<file path="src/design/brts_map.svh">
// brts_map: register indices, field positions, reset values and timing counts
// assumes inclusion by bare name from the sequencer files
`ifndef BRTS_MAP_SVH
`define BRTS_MAP_SVH
`define BRTS_POWER_CONTROL_STATUS_IDX 10'h08e
`define BRTS_STAT_IDX 10'h083
`define BRTS_CFG_IDX 10'h08f
`define BRTS_POWER_CONTROL_STATUS_ULPWU 5
`define BRTS_POWER_CONTROL_STATUS_SBOR 4
`define BRTS_POWER_CONTROL_STATUS_WUR 3
`define BRTS_POWER_CONTROL_STATUS_POR 1
`define BRTS_POWER_CONTROL_STATUS_BOR 0
`define BRTS_STAT_TO 4
`define BRTS_STAT_PD 3
`define BRTS_CFG_MODE_HI 9
`define BRTS_CFG_MODE_LO 8
`define BRTS_CFG_POWERUP_DELAY_DISABLE_N 4
`define BRTS_CFG_FOSC_HI 2
`define BRTS_FOSC_XTAL_MAX 3'h2
`define BRTS_POWER_CONTROL_STATUS_RST 8'h10
`define BRTS_STAT_RST 8'h18
`define BRTS_MCLK_NS 100
`define BRTS_POWERUP_DELAY_TIMER_MS 64
`define BRTS_LFOSC_HZ 31000
`define BRTS_POWERUP_DELAY_TIMER_TICKS (`BRTS_POWERUP_DELAY_TIMER_MS * `BRTS_LFOSC_HZ / 1000)
`define BRTS_OST_TICKS 1024
`define BRTS_BOD_MIN_NS 2000
`define BRTS_BOD_CYC ((`BRTS_BOD_MIN_NS + `BRTS_MCLK_NS - 1) / `BRTS_MCLK_NS)
`endif

</file>
<file path="src/design/brts_pkg.sv">
// brts_pkg: types shared by the sequencer
// assumes nothing beyond the map header for numbers
package brts_pkg;
	typedef enum logic [1:0] {brts_bor_off, brts_bor_sw, brts_bor_nosleep, brts_bor_on} brts_bor_mode_e;
	typedef enum logic [2:0] {st_por, st_supply, st_powerup_delay_timer, st_ost, st_wake, st_run} brts_state_e;
endpackage

</file>
<file path="src/design/brts_sync.sv">
// brts_sync: two-flop synchroniser, one chain per bit
// assumes asynchronous inputs and the mclk domain
`timescale 1ns/1ns
module brts_sync #(
	parameter int N = 4
) (
	input wire logic mclk,
	input wire logic rst,
	input wire logic [N-1:0] d,
	output logic [N-1:0] q
);
	logic [N-1:0] meta_r;
	for (genvar i = 0; i < N; i++) begin : g_bit
		always_ff @(posedge mclk or posedge rst) begin
			if (rst) begin
				meta_r[i] <= 1'b0;
				q[i] <= 1'b0;
			end else begin
				meta_r[i] <= d[i];
				q[i] <= meta_r[i];
			end
		end
	end
endmodule

</file>
<file path="src/design/brts_timer.sv">
// brts_timer: tick counter that saturates at a terminal count
// assumes tick is a one-cycle strobe in the mclk domain
`timescale 1ns/1ns
module brts_timer #(
	parameter int W = 16,
	parameter int MAX = 1024
) (
	input wire logic mclk,
	input wire logic rst,
	input wire logic clear,
	input wire logic tick,
	output logic done
);
	logic [W-1:0] cnt_r;
	if (MAX < 1 || MAX >= (2 ** W)) begin : g_chk
		$error("brts_timer: terminal count out of range");
	end
	always_ff @(posedge mclk or posedge rst) begin
		if (rst) begin
			cnt_r <= '0;
		end else if (clear) begin
			cnt_r <= '0;
		end else if (tick && !done) begin
			cnt_r <= cnt_r + W'(1);
		end
	end
	assign done = (cnt_r == W'(MAX));
endmodule

</file>
<file path="src/design/brts_seq.sv">
// brts_seq: brown-out, power-up delay and start-up time-out sequencer with cause flags
// assumes a 10 MHz mclk, an avalon-mm master, oscillator levels arriving as plain inputs
// What this block does
// - mode field 01 lets the software enable bit alone switch brown-out detection
// - sleep-gated mode turns detection off in sleep, ignores software enable
// - a dip longer than the minimum duration, while enabled, causes brown-out reset
// - power-on, brown-out, watchdog and wake resets hold until supply is good, then power-up delay if enabled
// - a dip during the power-up delay re-enters brown-out and restarts the delay
// - power-up delay starts after the power-on pulse; start-up timer after the delay
// - crystal modes add 1024 oscillator periods; wake from sleep waits 1024 periods
// - rc, external clock, internal modes use only the delay; none on wake
// - timers run regardless of the reset pin; pin release then starts at once
// - two-speed start-up runs from the internal oscillator during start-up counting
// - bit 0 cleared by brown-out reset; software sets and tests it
// - bit 1 reads 0 after power-on only; software writes 1 afterwards
// - control register 01qq on power-on or brown-out, 0uuu otherwise; status likewise
// - mode at config bits 9:8, delay disable bit 4; control bits 5, 4, 3
// - power-on and brown-out resets clear their flag, set timeout and powerdown flags
// - watchdog reset clears timeout; watchdog wake clears both; pin reset changes none
// - pin reset in sleep gives timeout 1, powerdown 0; wake reset also clears its flag
// - power-up delay counts ticks of the 31 khz low-frequency oscillator
//
// Chosen here: the Avalon-MM register port.
`timescale 1ns/1ns
`include "brts_map.svh"
module brts_seq #(
	parameter int POWERUP_DELAY_TIMER_TICKS = `BRTS_POWERUP_DELAY_TIMER_TICKS,
	parameter int OST_TICKS = `BRTS_OST_TICKS,
	parameter int BOD_CYC = `BRTS_BOD_CYC
) (
	input wire logic mclk,
	input wire logic rst,
	input wire logic por_pulse,
	input wire logic brownout_below,
	input wire logic ext_reset_pin_n,
	input wire logic low_freq_internal_osc,
	input wire logic osc_clk_in,
	input wire logic sleep_active,
	input wire logic wdt_timeout,
	input wire logic wake_event,
	input wire logic wake_reset_event,
	input wire logic two_speed_en,
	input wire logic [9:0] cfg_word,
	input wire logic [11:0] avs_address,
	input wire logic avs_read,
	input wire logic avs_write,
	input wire logic [31:0] avs_writedata,
	input wire logic [3:0] avs_byteenable,
	output logic [31:0] avs_readdata,
	output logic avs_waitrequest,
	output logic core_reset,
	output logic core_stall,
	output logic run_on_internal_osc
);
	if (POWERUP_DELAY_TIMER_TICKS < 1 || POWERUP_DELAY_TIMER_TICKS > 65535 || OST_TICKS < 1 || OST_TICKS > 65535
		|| BOD_CYC < 1 || BOD_CYC > 65535) begin : g_chk
		$error("brts_seq: timing count out of range");
	end

	brts_pkg::brts_state_e st_r;
	brts_pkg::brts_state_e st_nxt;
	brts_pkg::brts_bor_mode_e mode;
	logic [9:0] cfg_r;
	logic [3:0] sync_q;
	logic pin_s, bod_s, lf_s, osc_s;
	logic pin_prev_r, lf_prev_r, osc_prev_r;
	logic lf_edge, osc_edge, ext_reset_pin_n_evt;
	logic bor_en, bor_trip, powerup_delay_timer_done, ost_done;
	logic xtal, powerup_delay_timer_on, wdt_rst, wdt_wake, wur_go, wake_go, reset_go, hold;
	logic ulp_r, sbor_r, wur_r, por_r, bor_r;
	logic [2:0] stat_hi_r, stat_lo_r;
	logic to_r, pd_r;
	logic req, wr_go, wr_lo;
	logic [9:0] idx;
	logic [31:0] rd_mux;

	// synchronise pin, comparator and oscillator levels
	brts_sync #(.N(4)) u_sync (
		.mclk(mclk),
		.rst(rst),
		.d({osc_clk_in, low_freq_internal_osc, brownout_below, ext_reset_pin_n}),
		.q(sync_q)
	);
	assign pin_s = sync_q[0];
	assign bod_s = sync_q[1];
	assign lf_s = sync_q[2];
	assign osc_s = sync_q[3];

	always_ff @(posedge mclk or posedge rst) begin
		if (rst) begin
			pin_prev_r <= 1'b0;
			lf_prev_r <= 1'b0;
			osc_prev_r <= 1'b0;
		end else begin
			pin_prev_r <= pin_s;
			lf_prev_r <= lf_s;
			osc_prev_r <= osc_s;
		end
	end
	assign lf_edge = lf_s && !lf_prev_r;
	assign osc_edge = osc_s && !osc_prev_r;
	assign ext_reset_pin_n_evt = pin_prev_r && !pin_s;

	// configuration word captured while the power-on pulse holds the sequencer
	always_ff @(posedge mclk or posedge rst) begin
		if (rst) begin
			cfg_r <= 10'h000;
		end else if (st_r == brts_pkg::st_por) begin
			cfg_r <= cfg_word;
		end
	end
	assign mode = brts_pkg::brts_bor_mode_e'(cfg_r[`BRTS_CFG_MODE_HI:`BRTS_CFG_MODE_LO]);
	assign powerup_delay_timer_on = !cfg_r[`BRTS_CFG_POWERUP_DELAY_DISABLE_N];
	assign xtal = (cfg_r[`BRTS_CFG_FOSC_HI:0] <= `BRTS_FOSC_XTAL_MAX);

	// brown-out enable per mode
	always_comb begin
		case (mode)
			brts_pkg::brts_bor_off: bor_en = 1'b0;
			brts_pkg::brts_bor_sw: bor_en = sbor_r;
			brts_pkg::brts_bor_nosleep: bor_en = !sleep_active;
			brts_pkg::brts_bor_on: bor_en = 1'b1;
			default: bor_en = 1'b0;
		endcase
	end

	// minimum-duration filter on the comparator
	brts_timer #(.W(16), .MAX(BOD_CYC)) u_bod (
		.mclk(mclk),
		.rst(rst),
		.clear(!(bor_en && bod_s)),
		.tick(1'b1),
		.done(bor_trip)
	);

	// power-up delay on low-frequency oscillator ticks
	brts_timer #(.W(16), .MAX(POWERUP_DELAY_TIMER_TICKS)) u_powerup_delay_timer (
		.mclk(mclk),
		.rst(rst),
		.clear(st_r != brts_pkg::st_powerup_delay_timer),
		.tick(lf_edge),
		.done(powerup_delay_timer_done)
	);

	// oscillator start-up count
	brts_timer #(.W(16), .MAX(OST_TICKS)) u_ost (
		.mclk(mclk),
		.rst(rst),
		.clear(st_r != brts_pkg::st_ost && st_r != brts_pkg::st_wake),
		.tick(osc_edge),
		.done(ost_done)
	);

	assign wdt_rst = wdt_timeout && !sleep_active;
	assign wdt_wake = wdt_timeout && sleep_active;
	assign wur_go = wake_reset_event && sleep_active;
	assign wake_go = wake_event || wdt_wake;
	assign reset_go = bor_trip || wdt_rst || wur_go;

	always_comb begin
		st_nxt = st_r;
		case (st_r)
			brts_pkg::st_por: begin
				if (!por_pulse) begin
					st_nxt = brts_pkg::st_supply;
				end
			end
			brts_pkg::st_supply: begin
				if (!bod_s) begin
					if (powerup_delay_timer_on) begin
						st_nxt = brts_pkg::st_powerup_delay_timer;
					end else if (xtal) begin
						st_nxt = brts_pkg::st_ost;
					end else begin
						st_nxt = brts_pkg::st_run;
					end
				end
			end
			brts_pkg::st_powerup_delay_timer: begin
				if (powerup_delay_timer_done) begin
					st_nxt = xtal ? brts_pkg::st_ost : brts_pkg::st_run;
				end
			end
			brts_pkg::st_ost, brts_pkg::st_wake: begin
				if (ost_done) begin
					st_nxt = brts_pkg::st_run;
				end
			end
			brts_pkg::st_run: begin
				if (wake_go && xtal) begin
					st_nxt = brts_pkg::st_wake;
				end
			end
			default: st_nxt = brts_pkg::st_por;
		endcase
		if (reset_go) begin
			st_nxt = brts_pkg::st_supply;
		end
		if (por_pulse) begin
			st_nxt = brts_pkg::st_por;
		end
	end

	// the pin never restarts the timers, it only holds the core
	always_ff @(posedge mclk or posedge rst) begin
		if (rst) begin
			st_r <= brts_pkg::st_por;
		end else begin
			st_r <= st_nxt;
		end
	end

	assign hold = por_pulse || !pin_s || (st_r != brts_pkg::st_run && st_r != brts_pkg::st_wake
		&& !(st_r == brts_pkg::st_ost && two_speed_en));

	always_ff @(posedge mclk or posedge rst) begin
		if (rst) begin
			core_reset <= 1'b1;
			core_stall <= 1'b0;
			run_on_internal_osc <= 1'b0;
		end else begin
			core_reset <= hold;
			core_stall <= (st_r == brts_pkg::st_wake) && !two_speed_en;
			run_on_internal_osc <= (st_r == brts_pkg::st_ost || st_r == brts_pkg::st_wake)
				&& two_speed_en;
		end
	end

	// bus slave: one wait cycle, then the access completes
	assign req = avs_read || avs_write;
	assign idx = avs_address[11:2];
	assign wr_go = avs_write && !avs_waitrequest;
	assign wr_lo = wr_go && avs_byteenable[0];

	always_comb begin
		rd_mux = 32'h0000_0000;
		case (idx)
			`BRTS_POWER_CONTROL_STATUS_IDX: rd_mux[7:0] = {2'h0, ulp_r, sbor_r, wur_r, 1'b0, por_r, bor_r};
			`BRTS_STAT_IDX: rd_mux[7:0] = {stat_hi_r, to_r, pd_r, stat_lo_r};
			`BRTS_CFG_IDX: rd_mux[9:0] = cfg_r;
			default: rd_mux = 32'h0000_0000;
		endcase
	end

	always_ff @(posedge mclk or posedge rst) begin
		if (rst) begin
			avs_waitrequest <= 1'b1;
			avs_readdata <= 32'h0000_0000;
		end else if (req && avs_waitrequest) begin
			avs_waitrequest <= 1'b0;
			avs_readdata <= rd_mux;
		end else begin
			avs_waitrequest <= 1'b1;
		end
	end

	// control register: software write first, hardware events override it
	always_ff @(posedge mclk or posedge rst) begin
		if (rst) begin
			{ulp_r, sbor_r} <= 2'h1;
			wur_r <= 1'b0;
			por_r <= 1'b0;
			bor_r <= 1'b0;
		end else begin
			if (wr_lo && idx == `BRTS_POWER_CONTROL_STATUS_IDX) begin
				ulp_r <= avs_writedata[`BRTS_POWER_CONTROL_STATUS_ULPWU];
				sbor_r <= avs_writedata[`BRTS_POWER_CONTROL_STATUS_SBOR];
				wur_r <= avs_writedata[`BRTS_POWER_CONTROL_STATUS_WUR];
				por_r <= avs_writedata[`BRTS_POWER_CONTROL_STATUS_POR];
				bor_r <= avs_writedata[`BRTS_POWER_CONTROL_STATUS_BOR];
			end
			if (wdt_rst || ext_reset_pin_n_evt || wur_go) begin
				ulp_r <= 1'b0;
			end
			if (wur_go) begin
				wur_r <= 1'b0;
			end
			if (bor_trip) begin
				ulp_r <= 1'b0;
				sbor_r <= 1'b1;
				bor_r <= 1'b0;
			end
			if (por_pulse) begin
				ulp_r <= 1'b0;
				sbor_r <= 1'b1;
				por_r <= 1'b0;
			end
		end
	end

	// status register cause flags
	always_ff @(posedge mclk or posedge rst) begin
		if (rst) begin
			{stat_hi_r, to_r, pd_r, stat_lo_r} <= `BRTS_STAT_RST;
		end else begin
			if (wr_lo && idx == `BRTS_STAT_IDX) begin
				stat_hi_r <= avs_writedata[7:5];
				stat_lo_r <= avs_writedata[2:0];
			end
			if (ext_reset_pin_n_evt && !sleep_active) begin
				stat_hi_r <= 3'h0;
			end
			if (wdt_rst) begin
				stat_hi_r <= 3'h0;
				to_r <= 1'b0;
			end
			if (wdt_wake) begin
				to_r <= 1'b0;
				pd_r <= 1'b0;
			end
			if ((ext_reset_pin_n_evt && sleep_active) || wur_go) begin
				stat_hi_r <= 3'h0;
				to_r <= 1'b1;
				pd_r <= 1'b0;
			end
			if (por_pulse || bor_trip) begin
				stat_hi_r <= 3'h0;
				to_r <= 1'b1;
				pd_r <= 1'b1;
			end
		end
	end
endmodule

</file>
<file path="config.mk">
export PLATFORM = sky130hd
export DESIGN_NAME = brts_seq
export DESIGN_NICKNAME = d
export VERILOG_FILES = /design/src/design/brts_pkg.sv /design/src/design/brts_sync.sv /design/src/design/brts_timer.sv /design/src/design/brts_seq.sv
export VERILOG_INCLUDE_DIRS = /design/src /design/src/design
export SDC_FILE = /design/constraint.sdc
export NUM_CORES = 1
export LEC_CHECK = 0
export BUFFER_PORTS_ARGS = -buffer_cell sky130_fd_sc_hd__buf_2
export CAP_MARGIN = 20
export CORE_ASPECT_RATIO = 0.6
export CORE_MARGIN = 1.5
export CORE_UTILIZATION = 40
export DETAILED_ROUTE_END_ITERATION = 10
export MAX_ROUTING_LAYER = met4
export PLACE_DENSITY_LB_ADDON = 0.3
export SLEW_MARGIN = 15
export SYNTH_ARGS = -nofsm -noshare
export SYNTH_HDL_FRONTEND = slang
export SYNTH_SLANG_ARGS = --single-unit
</file>
<file path="constraint.sdc">
create_clock -name mclk -period 2.8 [get_ports mclk]
set_input_delay 0.14 -clock mclk [delete_from_list [all_inputs] [get_ports mclk]]
set_output_delay 0.14 -clock mclk [all_outputs]
set_load 0.05 [all_outputs]
</file>
==> key figures <==
Logic synthesis
  • Yosys warnings: 0
  • Ys async rst share: 100%
  • Post-synth top area share: 48.8%
  • Number of synthesized flops with an enable pin: 0
  • Syn Area/Cell: 10.3 um2
  • Post-synthesis register bit count: 99
  • Post-synth top flop: dfrtp_1
  • Post-Syn Area: 4820 um2
  • Seq/Total Area, Yosys: 51.5%
  • Leading area contributor after synthesis: dfrtp_1
  • Cell variety after synth: 47
  • Area contributors post-synth: dfrtp_1 49%, nor2_1 4.5%, xor2_1 4.0%, mux2i_1 3.5%, buf_4 3.4%
  • Cells after Synth: 467

Drt
  • Remaining antenna violation count: 0
  • Detailed Route WL: 9610 um
  • Met1 wire length: 4910 um
  • Vias: 3,486
  • DR WL met3: 485 um
  • Top sig layer: met4
  • Drt drc: 0
  • Drt initial violations: 144
  • Vias per cell: 5.02
  • Wirelength per Cell: 13.8 um
  • Met2 routed WL: 4190 um
  • 1st-pass router iterations: 4

STA
  • RSZ-0062 raised after global routing: no
  • Final setup TNS: 0 ns
  • Setup-failing EPs final: 0
  • Max Freq: 502 MHz
  • Period utilization: 71.1%
  • Worst-case hold slack: -0.0445 ns
  • Max Transition Viols Final: 0
  • Worst Skew: 0.00853 ns
  • Fin. Hold Viols: 84
  • Slew of the pin with the lowest slew margin: 0.788 ns
  • Period minus WS final: 1.99 ns
  • Rel. slew slack: 47.5%

Flow run
  • Max-capacitance violation count: 0

Run status
  • Status: complete, but fails checks
  • Failing checks: hold timing

Placed design
  • Detailed placer's ending HPWL: 6930 um
  • # port buffers: 56
  • Placed Area: 5200 um2
  • GPL Wtd Cong: 0.799

Floorplan
  • Horiz. Die Dim: 145 um
  • Site row count: 30
  • Starting Density: 41.9%
  • Die ar.: 12,700 um2
  • Io pins: 108
  • Die height: 88.1 um
  • Area of the core: 11,500 um2

Final layout
  • Area Overhead vs Synth: 16.4%
  • Most common cell after layout, fill and taps aside: dfrtp_1
  • Utilization after layout: 48.7%
  • Final #Nets: 608
  • Ant. Diodes: 0
  • Fraction of layout cells with a size suffix above 1: 18.2%
  • Final Cell Area: 5610 um2
  • Most frequent cells in the layout: 94 x dfrtp_1, 58 x nor2_1, 56 x buf_2, 24 x nand2_1

CTS
  • H-tree levels: 3
  • Postcts setup bufs: 0
  • CTS clk-pin slew, worst paths: 0.06 ns
  • Bufs on Longest Clock Path: 2
  • Clock Latency Late Sink: 0.34 ns
  • CTS root buffer: clkbuf_16
  • Clock sinks: 99
  • TritonCTS clock tree: yes
  • Num CTS Buffers: 9

Global route
  • Largest net degree at the start of global routing: 91
  • Initial antenna violation count: 0
  • Vias in the first global route: 3,302
  • Total gr overflow: 0
  • First-pass GRT wire length: 16,100 um
  • GRT Overall Usage: 17.0%

Setup path
  • CP Launch Type: flip-flop
  • Crit path required time: 3.04 ns
  • WP data arrival: 2.23 ns
  • CP Max Fanout: 10
  • CP endpoint kind: flip-flop
  • Kind of critical path: reg -> reg

Hold path
  • Hold WC Path Type: in -> async

Pwr
  • Peak supply drop: 0.306 mV
  • Total Power: 3.29 mW
  • PD cells: 586 nW/um2
  • Lkg Pwr: 2.50 nW
-- power breakdown --
part | switching [mW] | leakage [nW] | internal, mW
clock network | 0.525 | 0.170 | 0.899
registers | 0.0494 | 1.31 | 1.49
logic | 0.219 | 1.02 | 0.112
total | 0.794 | 2.50 | 2.50
-- what timing repair did --
action | CTS | global route
gates resized for setup | 0 | 0
hold endpoints to repair | 6 | 0
hold buffers | 6 | 0
-- worst max-delay path: stages (launching register included) --
cell and delay, ns:
dfrtp_1 0.43, inv_1 0.08, ha_1 0.14, nor3b_1 0.21, and4_1 0.44, o22a_1 0.31, a21oi_1 0.09, a311oi_1 0.20
-- cells in the mapped netlist (2+ instances only) --
cell type and instances:
nor2_1 58, xor2_1 22, nor4b_1 2, and3_1 4, nand3b_1 3, nor3_1 10
and4_1 7, nand2_1 24, inv_1 16, a31oi_1 2, nand3_1 17, a21oi_1 13
or3_1 12, xnor2_1 16, clkbuf_1 14, mux2_2 11, dfrtp_1 94, buf_4 22
a41oi_1 2, dfstp_2 5, mux2i_1 17, ha_1 6, nor4bb_1 2, nand4_1 11
nand2b_1 6, nor3b_1 3, and2_1 3, nor4_1 11, o2bb2ai_1 5, o21ai_0 18
a22o_1 11, nor2b_1 5
-- state kept, by name, indices dropped and copies added, names as in the netlist, 3 cells and up --
register and cells:
u_sync.q 4, stat_lo_r 3, avs_readdata 10, u_bod.cnt_r 16
u_powerup_delay_timer.cnt_r 16, stat_hi_r 3, st_r 3, cfg_r 10
u_ost.cnt_r 16, u_sync.meta_r 4
-- layout make-up --
class,instances,area [um2]
repair buffers,69,393
clock buffers,10,239
multi-input cells,335,2120
fillers,1050,5910
well taps,160,200
inverters,16,65.1
flip-flops and latches,99,2480
clock inverters,5,108
-- worst paths after layout --
kind,start,endpoint,cells after the start,slack [ns]
min,rst,u_sync.meta_r[2]$_DFF_PP0_,2,-0.04
min in group mclk,avs_writedata[2],stat_lo_r[2]$_DFFE_PP0P_,2,0.01
min reg2reg,u_sync.meta_r[3]$_DFF_PP0_,u_sync.q[3]$_DFF_PP0_,0,0.35
max,u_powerup_delay_timer.cnt_r[0]$_DFFE_PP0P_,st_r[2]$_DFFE_PP0P_,7,0.81
max reg2reg,u_powerup_delay_timer.cnt_r[0]$_DFFE_PP0P_,st_r[2]$_DFFE_PP0P_,7,0.81
max in group asynchronous,rst,u_ost.cnt_r[9]$_DFFE_PP0P_,3,2.18
-- routing by layer --
| metal | vias to the layer above | track usage [%] |
|---|---|---|
| met2 | 72 | 24.0 |
| li1 | 1705 | - |
| met3 | 2 | 5.30 |
| met5 | - | - |
| met1 | 1707 | 23.9 |
| met4 | 0 | 3.58 |
-- cells by family after synthesis --
logic type / count (synthesis) / synth area share, %
flip-flops: 99 / 51.5
AO/OA/AOI/OAI: 55 / 7.42
multiplexers: 29 / 6.33
XOR/XNOR: 38 / 6.90
buffers and inverters: 54 / 6.10
adder cells (fa/ha/maj): 6 / 1.56
AND/OR/NAND/NOR: 185 / 20.1
other: 1 / 0.0777
-- through the flow --
stage / worst slack (ns) / cells
2_1_floorplan: 0.0778 / 488
6_report: 0.809 / 694
3_5_place_dp: 0.596 / 673
3_3_place_gp: 0.647 / 673
4_1_cts: 0.809 / 694
5_1_grt: 0.610 / 694
Power figures use the tool's default switching activity.
